--- config.mk ---
export PLATFORM = sky130hd
export DESIGN_NAME = scl_irq_ctrl
export DESIGN_NICKNAME = d
export VERILOG_FILES = /design/src/shared/scl_irq_pkg.sv /design/src/shared/scl_timer_if.sv /design/src/rtl/scl_irq_ctrl.sv /design/src/rtl/pin_sync.sv /design/src/rtl/scl_phase_timer.sv
export VERILOG_INCLUDE_DIRS = /design/src /design/src/shared
export SDC_FILE = /design/constraint.sdc
export NUM_CORES = 1
export LEC_CHECK = 0
export ABC_CLOCK_PERIOD_IN_PS = 5200
export BUFFER_PORTS_ARGS = -buffer_cell sky130_fd_sc_hd__buf_2
export CORE_ASPECT_RATIO = 1.75
export CORE_UTILIZATION = 60
export CTS_BUF_LIST = sky130_fd_sc_hd__clkbuf_4 sky130_fd_sc_hd__clkbuf_8
export CTS_CLUSTER_SIZE = 10
export DETAILED_ROUTE_END_ITERATION = 12
export PLACE_DENSITY_LB_ADDON = 0.12
export RECOVER_POWER = 50
export SLEW_MARGIN = 5
export SYNTH_ARGS = -nofsm -noshare
export SYNTH_HDL_FRONTEND = slang
export SYNTH_HIERARCHICAL = 1
export SYNTH_SLANG_ARGS = --single-unit
--- constraint.sdc ---
create_clock -name i_ref_clk -period 5.2 [get_ports i_ref_clk]
set_clock_uncertainty 0.05 [all_clocks]
set_input_delay 0.26 -clock i_ref_clk [delete_from_list [all_inputs] [get_ports i_ref_clk]]
set_output_delay 0.26 -clock i_ref_clk [all_outputs]
set_load 0.05 [all_outputs]
--- src/shared/scl_irq_consts.svh ---
// Purpose: offsets, field positions, reset values and timing counts
// Assumes: 32-bit register port, one register per aligned word
// Notes: included by bare name
`ifndef SCL_IRQ_CONSTS_SVH
`define SCL_IRQ_CONSTS_SVH

// ----------------------------------------
// register byte offsets
// ----------------------------------------
`define OFF_CTRL 8'h00
`define OFF_STD_HIGH 8'h04
`define OFF_STD_LOW 8'h08
`define OFF_FAST_HIGH 8'h0c
`define OFF_FAST_LOW 8'h10
`define OFF_MASKED_STAT 8'h14
`define OFF_IRQ_MASK 8'h18
`define OFF_RAW_STAT 8'h1c
`define OFF_CLR_ALL 8'h20
`define OFF_ACTIVITY_CLEAR_REG 8'h24
`define OFF_GENERAL_CALL_CLEAR_REG 8'h28
`define OFF_CLR_START 8'h2c
`define OFF_CLR_STOP 8'h30
`define OFF_CLR_WRITE 8'h34

// ----------------------------------------
// control fields and status bit positions
// ----------------------------------------
`define CTRL_ENABLE 0
`define CTRL_FAST 1
`define CTRL_SCL_RUN 2
`define CTRL_GC_ACK 3
`define IRQ_GEN_CALL 11
`define IRQ_START 10
`define IRQ_STOP 9
`define IRQ_ACTIVITY 8

// ----------------------------------------
// reset values
// ----------------------------------------
`define RST_STD_HIGH 16'h033a
`define RST_STD_LOW 16'h03d3
`define RST_FAST_HIGH 16'h0075
`define RST_FAST_LOW 16'h010e
`define RST_IRQ_MASK 12'h8ff
`define RST_CTRL 4'h0

// ----------------------------------------
// timing: least phase times and smallest safe counts
// ----------------------------------------
`define SYS_CLK_NS 40
`define HIGH_EXTRA_CYC 7
`define STD_LOW_MIN_NS 4700
`define STD_HIGH_MIN_NS 4000
`define FAST_LOW_MIN_NS 1300
`define FAST_HIGH_MIN_NS 600
`define STD_LOW_MIN_CNT (((`STD_LOW_MIN_NS + `SYS_CLK_NS - 1) / `SYS_CLK_NS) - 1)
`define STD_HIGH_MIN_CNT (((`STD_HIGH_MIN_NS + `SYS_CLK_NS - 1) / `SYS_CLK_NS) - 8)
`define FAST_LOW_MIN_CNT (((`FAST_LOW_MIN_NS + `SYS_CLK_NS - 1) / `SYS_CLK_NS) - 1)
`define FAST_HIGH_MIN_CNT (((`FAST_HIGH_MIN_NS + `SYS_CLK_NS - 1) / `SYS_CLK_NS) - 8)

`endif

--- src/shared/scl_irq_pkg.sv ---
// Purpose: types shared by the two-wire timing and interrupt block
// Assumes: nothing
// Notes: constants live in scl_irq_consts.svh
package scl_irq_pkg;
    // general-call address watcher states
    typedef enum logic [1:0] {GC_IDLE, GC_ADDR, GC_ACK, GC_DONE} gc_state_type;
    typedef logic [11:0] irq_vec_type;
    typedef logic [15:0] phase_cnt_type;
endpackage : scl_irq_pkg

--- src/shared/scl_timer_if.sv ---
// Purpose: carries phase counts and speed to the scl timer
// Assumes: all signals on i_ref_clk
// Notes: no clocking block
`timescale 1ns/10ps
interface scl_timer_if;
    logic run;
    logic fast;
    scl_irq_pkg::phase_cnt_type std_low;
    scl_irq_pkg::phase_cnt_type std_high;
    scl_irq_pkg::phase_cnt_type fast_low;
    scl_irq_pkg::phase_cnt_type fast_high;
    logic scl_seen;
    logic drive_low;
    modport ctl (output run, fast, std_low, std_high, fast_low, fast_high, scl_seen, input drive_low);
    modport tim (input run, fast, std_low, std_high, fast_low, fast_high, scl_seen, output drive_low);
endinterface : scl_timer_if

--- src/rtl/scl_irq_ctrl.sv ---
// Purpose: scl phase counts, bus event detection and interrupt status
// Assumes: register port on i_ref_clk; pins sampled through pin_sync
// Notes: lower eight status bits are levels kept by the data path
//
// Operation
// - standard low phase from standard low count
// - fast high phase from fast high count
// - fast low phase from fast low count
// - count reset values 033a, 03d3, 0075, 010e
// - masked status is raw and mask, reset zero
// - reading source clear register clears its bit
// - raw status shows sources unmasked
// - mask bit one lets source interrupt
// - mask bit map, bits 10..8 reset zero
// - standard high phase from standard high count
// - activity sticky until disable, clear read, write-one clear, reset
// - general call set on acked address, sticky
// - start and stop flagged as master or slave
//
// Strobed register access and the register offsets were decided locally.
`timescale 1ns/10ps
`include "scl_irq_consts.svh"
module scl_irq_ctrl (
    // clock, reset, enable
    input wire logic i_ref_clk,
    input wire logic i_srst,
    input wire logic i_clk_en,
    // register port
    input wire logic [7:0] i_addr,
    input wire logic [31:0] i_wdata,
    input wire logic i_wr,
    input wire logic i_rd,
    output logic [31:0] o_rdata,
    // two-wire pins
    input wire logic i_scl,
    output logic o_scl,
    output logic o_scl_oe,
    input wire logic i_sda,
    output logic o_sda,
    output logic o_sda_oe,
    // data path status levels and clear pulses
    input wire logic [7:0] i_dp_status,
    output logic [7:0] o_dp_clear,
    // interrupt
    output logic o_irq
);
    // ----------------------------------------
    // decode helper
    // ----------------------------------------
    function automatic logic reg_hit(input logic [7:0] addr, input logic [7:0] off);
        reg_hit = (addr == off);
    endfunction : reg_hit

    // ----------------------------------------
    // declarations
    // ----------------------------------------
    logic [3:0] ctrl_ff;
    scl_irq_pkg::phase_cnt_type std_high_ff;
    scl_irq_pkg::phase_cnt_type std_low_ff;
    scl_irq_pkg::phase_cnt_type fast_high_ff;
    scl_irq_pkg::phase_cnt_type fast_low_ff;
    scl_irq_pkg::irq_vec_type mask_ff;
    logic raw_gc_ff;
    logic raw_start_ff;
    logic raw_stop_ff;
    logic raw_act_ff;
    logic nxt_raw_gc;
    logic nxt_raw_start;
    logic nxt_raw_stop;
    logic nxt_raw_act;
    logic [31:0] rdata_ff;
    logic [31:0] nxt_rdata;
    logic irq_ff;
    logic [7:0] dp_clear_ff;
    logic [1:0] pins_sync;
    logic scl_s;
    logic sda_s;
    logic scl_prev_ff;
    logic sda_prev_ff;
    scl_irq_pkg::gc_state_type gc_state_ff;
    scl_irq_pkg::gc_state_type nxt_gc_state;
    logic [3:0] bits_ff;
    logic [3:0] nxt_bits;
    logic [7:0] shift_ff;
    logic [7:0] nxt_shift;
    logic ack_ff;
    logic nxt_ack;
    scl_irq_pkg::irq_vec_type raw_stat;
    scl_irq_pkg::irq_vec_type masked_stat;
    logic enabled;
    logic scl_rise;
    logic scl_fall;
    logic start_evt;
    logic stop_evt;
    logic act_evt;
    logic gc_evt;
    logic addr_is_gc;
    logic rd_clr_all;
    logic rd_clr_act;
    logic rd_clr_gc;
    logic rd_clr_start;
    logic rd_clr_stop;
    logic wr_clr;
    logic [11:0] wr_clr_bits;
    logic clr_gc;
    logic clr_start;
    logic clr_stop;
    logic clr_act;

    scl_timer_if tif ();

    // ----------------------------------------
    // pin synchronisers and scl timer
    // ----------------------------------------
    pin_sync #(
        .W(2)
    ) u_sync (
        .i_ref_clk(i_ref_clk),
        .i_srst(i_srst),
        .i_clk_en(i_clk_en),
        .i_async({i_sda, i_scl}),
        .o_sync(pins_sync)
    );

    scl_phase_timer u_timer (
        .i_ref_clk(i_ref_clk),
        .i_srst(i_srst),
        .i_clk_en(i_clk_en),
        .tif(tif.tim)
    );

    // timer steering from control and count registers
    assign tif.run = enabled & ctrl_ff[`CTRL_SCL_RUN];
    assign tif.fast = ctrl_ff[`CTRL_FAST];
    assign tif.std_low = std_low_ff;
    assign tif.std_high = std_high_ff;
    assign tif.fast_low = fast_low_ff;
    assign tif.fast_high = fast_high_ff;
    assign tif.scl_seen = scl_s;

    // ----------------------------------------
    // bus condition detection
    // ----------------------------------------
    assign scl_s = pins_sync[0];
    assign sda_s = pins_sync[1];
    assign enabled = ctrl_ff[`CTRL_ENABLE];
    assign scl_rise = scl_s & ~scl_prev_ff;
    assign scl_fall = ~scl_s & scl_prev_ff;
    // sda edge while scl stays high, whoever drives the bus
    assign start_evt = enabled & scl_s & scl_prev_ff & ~sda_s & sda_prev_ff;
    assign stop_evt = enabled & scl_s & scl_prev_ff & sda_s & ~sda_prev_ff;
    assign act_evt = enabled & (~scl_s | ~sda_s | start_evt);
    assign addr_is_gc = ({shift_ff[6:0], sda_s} == 8'h00) & ctrl_ff[`CTRL_GC_ACK];
    // acked general call: our ack sampled on the ninth rising edge
    assign gc_evt = (gc_state_ff == scl_irq_pkg::GC_ACK) & ack_ff & scl_rise;

    // previous synchronised levels for edge finding
    always_ff @(posedge i_ref_clk) begin
        if (i_srst) begin
            scl_prev_ff <= 1'b1;
            sda_prev_ff <= 1'b1;
        end else if (i_clk_en) begin
            scl_prev_ff <= scl_s;
            sda_prev_ff <= sda_s;
        end
    end

    // ----------------------------------------
    // general-call address watcher
    // ----------------------------------------
    always_comb begin
        nxt_gc_state = gc_state_ff;
        nxt_bits = bits_ff;
        nxt_shift = shift_ff;
        nxt_ack = ack_ff;
        unique case (gc_state_ff)
            scl_irq_pkg::GC_IDLE: begin
                nxt_ack = 1'b0;
            end
            scl_irq_pkg::GC_ADDR: begin
                if (scl_rise) begin
                    nxt_shift = {shift_ff[6:0], sda_s};
                    nxt_bits = bits_ff + 4'h1;
                    if (bits_ff == 4'h7) begin
                        nxt_gc_state = addr_is_gc ? scl_irq_pkg::GC_ACK : scl_irq_pkg::GC_DONE;
                    end
                end
            end
            scl_irq_pkg::GC_ACK: begin
                if (scl_fall && !ack_ff) begin
                    nxt_ack = 1'b1;
                end else if (scl_fall && ack_ff) begin
                    nxt_ack = 1'b0;
                    nxt_gc_state = scl_irq_pkg::GC_DONE;
                end
            end
            scl_irq_pkg::GC_DONE: begin
                nxt_ack = 1'b0;
            end
        endcase
        // conditions that restart or end the watch take priority
        if (!enabled || stop_evt) begin
            nxt_gc_state = scl_irq_pkg::GC_IDLE;
            nxt_ack = 1'b0;
        end else if (start_evt) begin
            nxt_gc_state = scl_irq_pkg::GC_ADDR;
            nxt_bits = 4'h0;
            nxt_ack = 1'b0;
        end
    end

    // watcher state
    always_ff @(posedge i_ref_clk) begin
        if (i_srst) begin
            gc_state_ff <= scl_irq_pkg::GC_IDLE;
            bits_ff <= 4'h0;
            shift_ff <= 8'hff;
            ack_ff <= 1'b0;
        end else if (i_clk_en) begin
            gc_state_ff <= nxt_gc_state;
            bits_ff <= nxt_bits;
            shift_ff <= nxt_shift;
            ack_ff <= nxt_ack;
        end
    end

    // ----------------------------------------
    // pin drive: open drain, only ever pulls low
    // ----------------------------------------
    assign o_scl = 1'b0;
    assign o_scl_oe = tif.drive_low;
    assign o_sda = 1'b0;
    assign o_sda_oe = ack_ff;

    // ----------------------------------------
    // register access decode
    // ----------------------------------------
    assign rd_clr_all = i_rd & reg_hit(i_addr, `OFF_CLR_ALL);
    assign rd_clr_act = i_rd & reg_hit(i_addr, `OFF_ACTIVITY_CLEAR_REG);
    assign rd_clr_gc = i_rd & reg_hit(i_addr, `OFF_GENERAL_CALL_CLEAR_REG);
    assign rd_clr_start = i_rd & reg_hit(i_addr, `OFF_CLR_START);
    assign rd_clr_stop = i_rd & reg_hit(i_addr, `OFF_CLR_STOP);
    assign wr_clr = i_wr & reg_hit(i_addr, `OFF_CLR_WRITE);
    assign wr_clr_bits = wr_clr ? i_wdata[11:0] : 12'h000;

    // per-source clears: read clear, global read, write-one clear
    assign clr_gc = rd_clr_gc | rd_clr_all | wr_clr_bits[`IRQ_GEN_CALL] | ~enabled;
    assign clr_start = rd_clr_start | rd_clr_all | wr_clr_bits[`IRQ_START];
    assign clr_stop = rd_clr_stop | rd_clr_all | wr_clr_bits[`IRQ_STOP];
    assign clr_act = rd_clr_act | rd_clr_all | wr_clr_bits[`IRQ_ACTIVITY] | ~enabled;

    // ----------------------------------------
    // sticky raw status, set wins over clear
    // ----------------------------------------
    assign nxt_raw_gc = gc_evt | (raw_gc_ff & ~clr_gc);
    assign nxt_raw_start = start_evt | (raw_start_ff & ~clr_start);
    assign nxt_raw_stop = stop_evt | (raw_stop_ff & ~clr_stop);
    assign nxt_raw_act = act_evt | (raw_act_ff & ~clr_act);

    // unmasked view and masked view
    assign raw_stat = {raw_gc_ff, raw_start_ff, raw_stop_ff, raw_act_ff, i_dp_status};
    assign masked_stat = raw_stat & mask_ff;

    // status flops
    always_ff @(posedge i_ref_clk) begin
        if (i_srst) begin
            raw_gc_ff <= 1'b0;
            raw_start_ff <= 1'b0;
            raw_stop_ff <= 1'b0;
            raw_act_ff <= 1'b0;
        end else if (i_clk_en) begin
            raw_gc_ff <= nxt_raw_gc;
            raw_start_ff <= nxt_raw_start;
            raw_stop_ff <= nxt_raw_stop;
            raw_act_ff <= nxt_raw_act;
        end
    end

    // ----------------------------------------
    // writable registers
    // ----------------------------------------
    always_ff @(posedge i_ref_clk) begin
        if (i_srst) begin
            ctrl_ff <= `RST_CTRL;
            std_high_ff <= `RST_STD_HIGH;
            std_low_ff <= `RST_STD_LOW;
            fast_high_ff <= `RST_FAST_HIGH;
            fast_low_ff <= `RST_FAST_LOW;
            mask_ff <= `RST_IRQ_MASK;
        end else if (i_clk_en && i_wr) begin
            if (reg_hit(i_addr, `OFF_CTRL)) begin
                ctrl_ff <= i_wdata[3:0];
            end
            if (reg_hit(i_addr, `OFF_STD_HIGH)) begin
                std_high_ff <= i_wdata[15:0];
            end
            if (reg_hit(i_addr, `OFF_STD_LOW)) begin
                std_low_ff <= i_wdata[15:0];
            end
            if (reg_hit(i_addr, `OFF_FAST_HIGH)) begin
                fast_high_ff <= i_wdata[15:0];
            end
            if (reg_hit(i_addr, `OFF_FAST_LOW)) begin
                fast_low_ff <= i_wdata[15:0];
            end
            if (reg_hit(i_addr, `OFF_IRQ_MASK)) begin
                mask_ff <= i_wdata[11:0];
            end
        end
    end

    // ----------------------------------------
    // read data, valid the cycle after the strobe only
    // ----------------------------------------
    always_comb begin
        nxt_rdata = 32'h00000000;
        if (i_rd) begin
            unique case (i_addr)
                `OFF_CTRL: nxt_rdata = {28'h0000000, ctrl_ff};
                `OFF_STD_HIGH: nxt_rdata = {16'h0000, std_high_ff};
                `OFF_STD_LOW: nxt_rdata = {16'h0000, std_low_ff};
                `OFF_FAST_HIGH: nxt_rdata = {16'h0000, fast_high_ff};
                `OFF_FAST_LOW: nxt_rdata = {16'h0000, fast_low_ff};
                `OFF_MASKED_STAT: nxt_rdata = {20'h00000, masked_stat};
                `OFF_IRQ_MASK: nxt_rdata = {20'h00000, mask_ff};
                `OFF_RAW_STAT: nxt_rdata = {20'h00000, raw_stat};
                default: nxt_rdata = 32'h00000000;
            endcase
        end
    end

    // read data, interrupt level and data path clear pulses
    always_ff @(posedge i_ref_clk) begin
        if (i_srst) begin
            rdata_ff <= 32'h00000000;
            irq_ff <= 1'b0;
            dp_clear_ff <= 8'h00;
        end else if (i_clk_en) begin
            rdata_ff <= nxt_rdata;
            irq_ff <= |masked_stat;
            dp_clear_ff <= wr_clr_bits[7:0] | {8{rd_clr_all}};
        end
    end

    assign o_rdata = rdata_ff;
    assign o_irq = irq_ff;
    assign o_dp_clear = dp_clear_ff;
endmodule : scl_irq_ctrl

--- src/rtl/pin_sync.sv ---
// Purpose: two-flop synchronisers for pin inputs
// Assumes: inputs asynchronous to i_ref_clk
// Notes: first stage feeds only the second
`timescale 1ns/10ps
module pin_sync #(
    parameter int W = 2
) (
    // clock and reset
    input wire logic i_ref_clk,
    input wire logic i_srst,
    input wire logic i_clk_en,
    // pins in, synchronised out
    input wire logic [W-1:0] i_async,
    output logic [W-1:0] o_sync
);
    // one pair of flops per pin, idle bus level is high
    for (genvar g = 0; g < W; g++) begin : g_bit
        logic meta_ff;
        logic sync_ff;
        always_ff @(posedge i_ref_clk) begin
            if (i_srst) begin
                meta_ff <= 1'b1;
                sync_ff <= 1'b1;
            end else if (i_clk_en) begin
                meta_ff <= i_async[g];
                sync_ff <= meta_ff;
            end
        end
        assign o_sync[g] = sync_ff;
    end
endmodule : pin_sync

--- src/rtl/scl_phase_timer.sv ---
// Purpose: times scl low and high phases from the programmed counts
// Assumes: counts stable while running
// Notes: high phase waits for scl seen high, so a stretching slave holds it
`timescale 1ns/10ps
`include "scl_irq_consts.svh"
module scl_phase_timer (
    // clock and reset
    input wire logic i_ref_clk,
    input wire logic i_srst,
    input wire logic i_clk_en,
    // counts and drive
    scl_timer_if.tim tif
);
    logic [16:0] cnt_ff;
    logic low_ff;
    logic [16:0] low_end;
    logic [16:0] high_end;
    logic phase_done;

    // selection by speed: low lasts count+1 cycles, high count+8
    assign low_end = {1'b0, tif.fast ? tif.fast_low : tif.std_low};
    assign high_end = {1'b0, tif.fast ? tif.fast_high : tif.std_high} + 17'(`HIGH_EXTRA_CYC);
    assign phase_done = low_ff ? (cnt_ff >= low_end) : (cnt_ff >= high_end);
    assign tif.drive_low = low_ff;

    // phase counter, high phase counts only while scl is seen high
    always_ff @(posedge i_ref_clk) begin
        if (i_srst) begin
            cnt_ff <= 17'h00000;
            low_ff <= 1'b0;
        end else if (i_clk_en) begin
            if (!tif.run) begin
                cnt_ff <= 17'h00000;
                low_ff <= 1'b0;
            end else if (phase_done) begin
                cnt_ff <= 17'h00000;
                low_ff <= ~low_ff;
            end else if (low_ff || tif.scl_seen) begin
                cnt_ff <= cnt_ff + 17'h00001;
            end
        end
    end
endmodule : scl_phase_timer

## After elaboration in Yosys (flattened, before gate mapping)

Cells that the tools add are included.
Widths: inputs -> output; s select.

| operators by class | value |
|---|---|
| add/sub/neg operators | 3 |
| magnitude comparators | 2 |
| equality and inequality tests | 24 |
| mux-type cells | 28 |
| bitwise logic cells | 51 |
| reductions and logical operators | 25 |

Operator list:

| operator | number |
|---|---|
| $pmux 16 s8 | 1 |
| $mux 17 | 3 |
| $eq 8x6->1 const B | 6 |
| $mux 16 | 3 |
| $eq 8x5->1 const B | 4 |
| $and 1x1->1 | 23 |
| $add 16x3->17 const B | 1 |
| $add 17x1->17 const B | 1 |
| $ge 17x16->1 | 1 |
| $ge 17x17->1 | 1 |
| $eq 8x4->1 const B | 2 |
| $logic_not 8->1 | 2 |
| $mux 4 | 4 |
| $or 1x1->1 | 16 |
| $reduce_and 2->1 | 8 |
| $and 12x12->12 | 1 |
| $mux 12 | 1 |
| $mux 2 | 6 |
| $reduce_or 12->1 | 1 |
| $not 1->1 | 10 |
| $eq 8x3->1 const B | 1 |
| $mux 1 | 8 |
| $ne 4x4->1 const B | 2 |
| $or 8x8->8 | 1 |
| other kinds (19) | 26 |

| word-level totals | value |
|---|---|
| flip-flop bits (word level) | 163 |
| input port bits | 55 |
| output and inout bits | 45 |
| logic and storage cells | 158 |

## Logic depth before layout (Yosys ltp)

| logic depth | value |
|---|---|
| depth in word-level cells | 8 |
| mapped depth | 20 |
| mapped depth without buffers | 14 |

## Cells and area by module

The synthesis kept the hierarchy.

By module, submodules not included:

| module | instances | cells an instance | area an instance (um^2) | sequential area each (um^2) |
|---|---|---|---|---|
| scl_irq_ctrl | 1 | 681 | 5,820.6 | 2,502.4 |
| scl_phase_timer | 1 | 283 | 2,374.8 | 360.3 |
| pin_sync | 1 | 14 | 155.1 | 80.1 |

## Worst setup path after synthesis

Ideal clock, no wire load.

| timing | value |
|---|---|
| path kind | register -> register |
| from | reg ctrl_ff[1] |
| to | reg u_timer.cnt_ff[10] |
| library setup time | 132 ps |
| arrival time | 3,994 ps |
| data required time | 5,018 ps |
| setup slack | 1,024 ps |
| stages on the path, launching flop included | 20 |
| buffers on the path | 6 |
| period minus slack after synthesis | 4,176 ps |
| cell sequence | dfxtp_1 > buf_4 > buf_4 > buf_2 > buf_1 > buf_2 > mux2i_1 > ha_1 > a21oi_1 > and2_1 > nand3_1 > or3_1 > ha_1 > nand4_1 > nor2_1 > nand4_1 > a31o_2 > nor2_2 > buf_2 > nor3_1 |

| between the ends | value |
|---|---|
| word-level cells in the longest chain between the ends | 6 |
| elaborated cells between the ends (all ways) | 10 |
| classes of those cells | 1 x add/sub; 2 x order compare; 1 x eq/ne; 5 x mux; 1 x reduce/logical |

Ends and longest elaborated chain:

| what | line | RTL |
|---|---|---|
| start: declaration | scl_irq_ctrl.sv:57 | `logic [3:0] ctrl_ff;` |
| start signal: assignment | scl_irq_ctrl.sv:284 | `` ctrl_ff <= `RST_CTRL; `` |
| start signal: assignment | scl_irq_ctrl.sv:292 | `ctrl_ff <= i_wdata[3:0];` |
| $mux 16 | scl_phase_timer.sv:22 | `` assign high_end = {1'b0, tif.fast ? tif.fast_high : tif.std_high} + 17'(`HIGH_EXTRA_CYC); `` |
| $add 16x3->17 | scl_phase_timer.sv:22 |  |
| $ge 17x17->1 | scl_phase_timer.sv:23 | `assign phase_done = low_ff ? (cnt_ff >= low_end) : (cnt_ff >= high_end);` |
| $mux 1 (*) | scl_phase_timer.sv:23 |  |
| $ne 3x3->1 (no source line) or $mux 17 (tied branches) | -- |  |
| $reduce_and 2->1 (no source line) or $mux 17 (tied branches) | -- |  |
| end signal: assignment | scl_phase_timer.sv:39 | `cnt_ff <= cnt_ff + 17'h00001;` |
| end: declaration | scl_phase_timer.sv:14 | `logic [16:0] cnt_ff;` |

Every way passes the cells marked *; elsewhere a longest branch is shown, timed or not.
A chain may end at the register's enable or synchronous reset.

## Worst setup path in the final report

| timing | value |
|---|---|
| from | reg ctrl_ff[1] |
| to | reg u_timer.cnt_ff[0] |

The elaborated chain is that of the path after synthesis.

==> results.toml <==
[status]
status = "finished, violations left"
violations = "max-capacitance violations, max-slew violations"

[setup_path]
reg2regPathDepth = 13
worstPathArrival_ns = 4.57
cp_max_fo = 38
cp-start-kind = "flop"
cp_data_required_time_ns = 5.33
criticalPathCategory = "flop to flop"
endpoint_kind = "flop"

[power]
total_power_mw = 2.27
static-leakage-power_nw = 3.60
vdd_ir_drop_max_v = 0.000176
power_density_nw_per_um2 = 253

[drt]
ant_nets = 0
drt_iter0_drc = 475
vias = 7528
post_drt_wl_per_cell_um = 19.1
routed_via_density = 6.29
remaining_drc_errors = 0
firstDrtPassIters = 7
wirelength_um = 22800

[placed_design]
port_buffers = 65
placed_area_um2 = 8600
place.gp.congestion = 0.906
dpl.hpwl_um = 16500
place_ws_ns = 0.896

[clock_tree]
ctsResizeCount = 0
htree_num_levels = 4
clock_sinks = 147
cts-root-buf = "clkbuf_8"
hold_buffers = 2
post_cts_buffers = 0
cts_buffers = 17
cts_max_path_buffers = 2
clk_latency_ns = 0.45
cts.reportedPaths.clkPinSlew_ns = 0.09
cts_tree = "done"

[die]
fp.dieW_um = 91.2
io_pins = 100
chipHeight_um = 158
floorplan.initialDensity = 0.618
coreArea_um2 = 13500
num_rows = 56
fp.dieArea_um2 = 14400

[global_routing]
overflow = 0
use_met2 = 0.576
grt_max_degree = 56
grtUsageMet3 = 0.0509
top_usage_layer = "met2"
grt_pass1_vias = 7186
track_usage = 0.322
antenna_found_initial = 0
grt_pass1_wl_um = 36600
grt_use_met1 = 0.365

[synthesis]
synthCells = 978
yosysUniqueCellTypes = 80
yosys-top-cells-area = "dfxtp_1, nand2_1, mux2i_1, ha_1, a21oi_1"
async_flop_share = 0
seq_area_frac_synth = 0.352
synth_area_per_cell_um2 = 8.54
synth-edff-count = 0
yosysWarnings = 6
syn_area_um2 = 8350
synth_area_leader_cell = "dfxtp_1"
synth.ff_latch_count = 147
synth_flop_cell = "dfxtp_1"
synth_top_area_share = 0.352

[finish]
nets = 1103
final_common_cell = "nand2_1"
layout-drive-gt1-share = 0.110
fill_cells = 1210
antennaDiodeCount = 0
area_growth_pct = 7.55
post-route-cell-area_um2 = 8980
layout_common_cells = "nand2_1, dfxtp_1, a21oi_1, mux2i_1, nor2_1"

[timing]
tns_ns = 0
min_period_ns = 4.44
finalMaxSlewViolations = 96
fmax_mhz = 225
slew_headroom = -0.823
report.final.hold_viol_count = 0
rsz0062_at_grt = "no"
layout_setup_ws_ns = 0.759
period_share = 0.854
worst_pin_slew_ns = 2.73
setup_viol_count_final = 0

[worst_hold_path]
worstHoldPathCells = 3
hp-class = "input pin to flop"

[run]
cap_violations = 2
==> worst max-delay path, cell delays in order, from the launching register on <==
cell and delay [ns]:
dfxtp_2 0.61, buf_4 0.49, mux2i_1 0.18, a21oi_1 0.25
and2_1 0.19, nand3_1 0.16, or3_1 0.41, ha_1 0.33
nand4_1 0.10, nor2_1 0.21, nand4_1 0.16, a31o_2 0.29
nor2_2 0.59, a2111oi_0 0.15
==> routing by layer <==
layer  share of wire  wire length, um
met5               0                0
met3           0.046             1060
met4           0.048             1090
met1            0.40             9070
met2            0.51            11600
==> cell usage after synthesis (all sizes together) (9+ instances only) <==
| library cell | instances |
|---|---|
| nand2 | 163 |
| ha | 38 |
| nand3 | 30 |
| o22ai | 9 |
| xor2 | 16 |
| dfxtp | 147 |
| buf | 49 |
| a22o | 12 |
| a22oi | 24 |
| inv | 20 |
| clkbuf | 29 |
| a211oi | 11 |
| xnor2 | 12 |
| mux2 | 18 |
| mux2i | 56 |
| o211ai | 24 |
| nor2b | 22 |
| nor2 | 52 |
| o21ai | 19 |
| nor3 | 18 |
| and2 | 9 |
| a21oi | 65 |
| nand4 | 18 |
==> registers in the layout, summed over array words and instances (netlist names), 2 cells and up <==
name / flops
fast_high_ff: 16
std_low_ff: 16
shift_ff: 7
bits_ff: 4
std_high_ff: 16
gc_state_ff: 2
u_sync/g_bit.sync_ff: 2
mask_ff: 12
o_rdata: 16
fast_low_ff: 16
ctrl_ff: 4
u_sync/g_bit.meta_ff: 2
o_dp_clear: 8
u_timer/cnt_ff: 17
==> layout make-up <==
class | count | area (um2) | area share
inverters | 20 | 75.1 | 0.00836
clock inverters | 12 | 145 | 0.0162
clock buffers | 19 | 262 | 0.0291
flip-flops and latches | 147 | 2940 | 0.328
repair buffers | 74 | 352 | 0.0391
multi-input cells | 750 | 4990 | 0.555
well taps | 174 | 218 | 0.0242
==> worst paths after layout <==
kind,start,endpoint,slack [ns]
worst max-delay path,ctrl_ff[1],u_timer/cnt_ff[0],0.76
worst min-delay path,i_wdata[13],fast_high_ff[13],0.04
worst max register to register,ctrl_ff[1],u_timer/cnt_ff[0],0.76
worst min register to register,u_sync/g_bit[0].meta_ff,u_sync/g_bit[0].sync_ff,0.42
==> kinds of logic after synthesis <==
family,share of synthesized area
AND/OR/NAND/NOR,0.225
AO/OA/AOI/OAI,0.187
flip-flops,0.352
buffers and inverters,0.0581
multiplexers,0.0914
adder cells (fa/ha/maj),0.0569
XOR/XNOR,0.0294
other,0.000449
==> power by group <==
group	total (mW)	switching [mW]	leakage [nW]	internal, mW
Clock	0.924	0.464	0.200	0.459
Sequential	1.14	0.00917	1.19	1.13
Combinational	0.203	0.150	2.21	0.0527
==> metrics by stage <==
| step | instances | utilization | hold slack, ns |
|---|---|---|---|
| 2_1_floorplan | 995 | - | 0.309 |
| 3_3_place_gp | 1163 | 0.636 | 0.391 |
| 3_5_place_dp | 1163 | 0.636 | 0.395 |
| 4_1_cts | 1196 | 0.668 | 0.0172 |
| 5_1_grt | 1196 | 0.664 | 0.0169 |
| 6_report | 1196 | 0.664 | 0.0382 |
No activity file was read; power rests on OpenSTA's default activity.
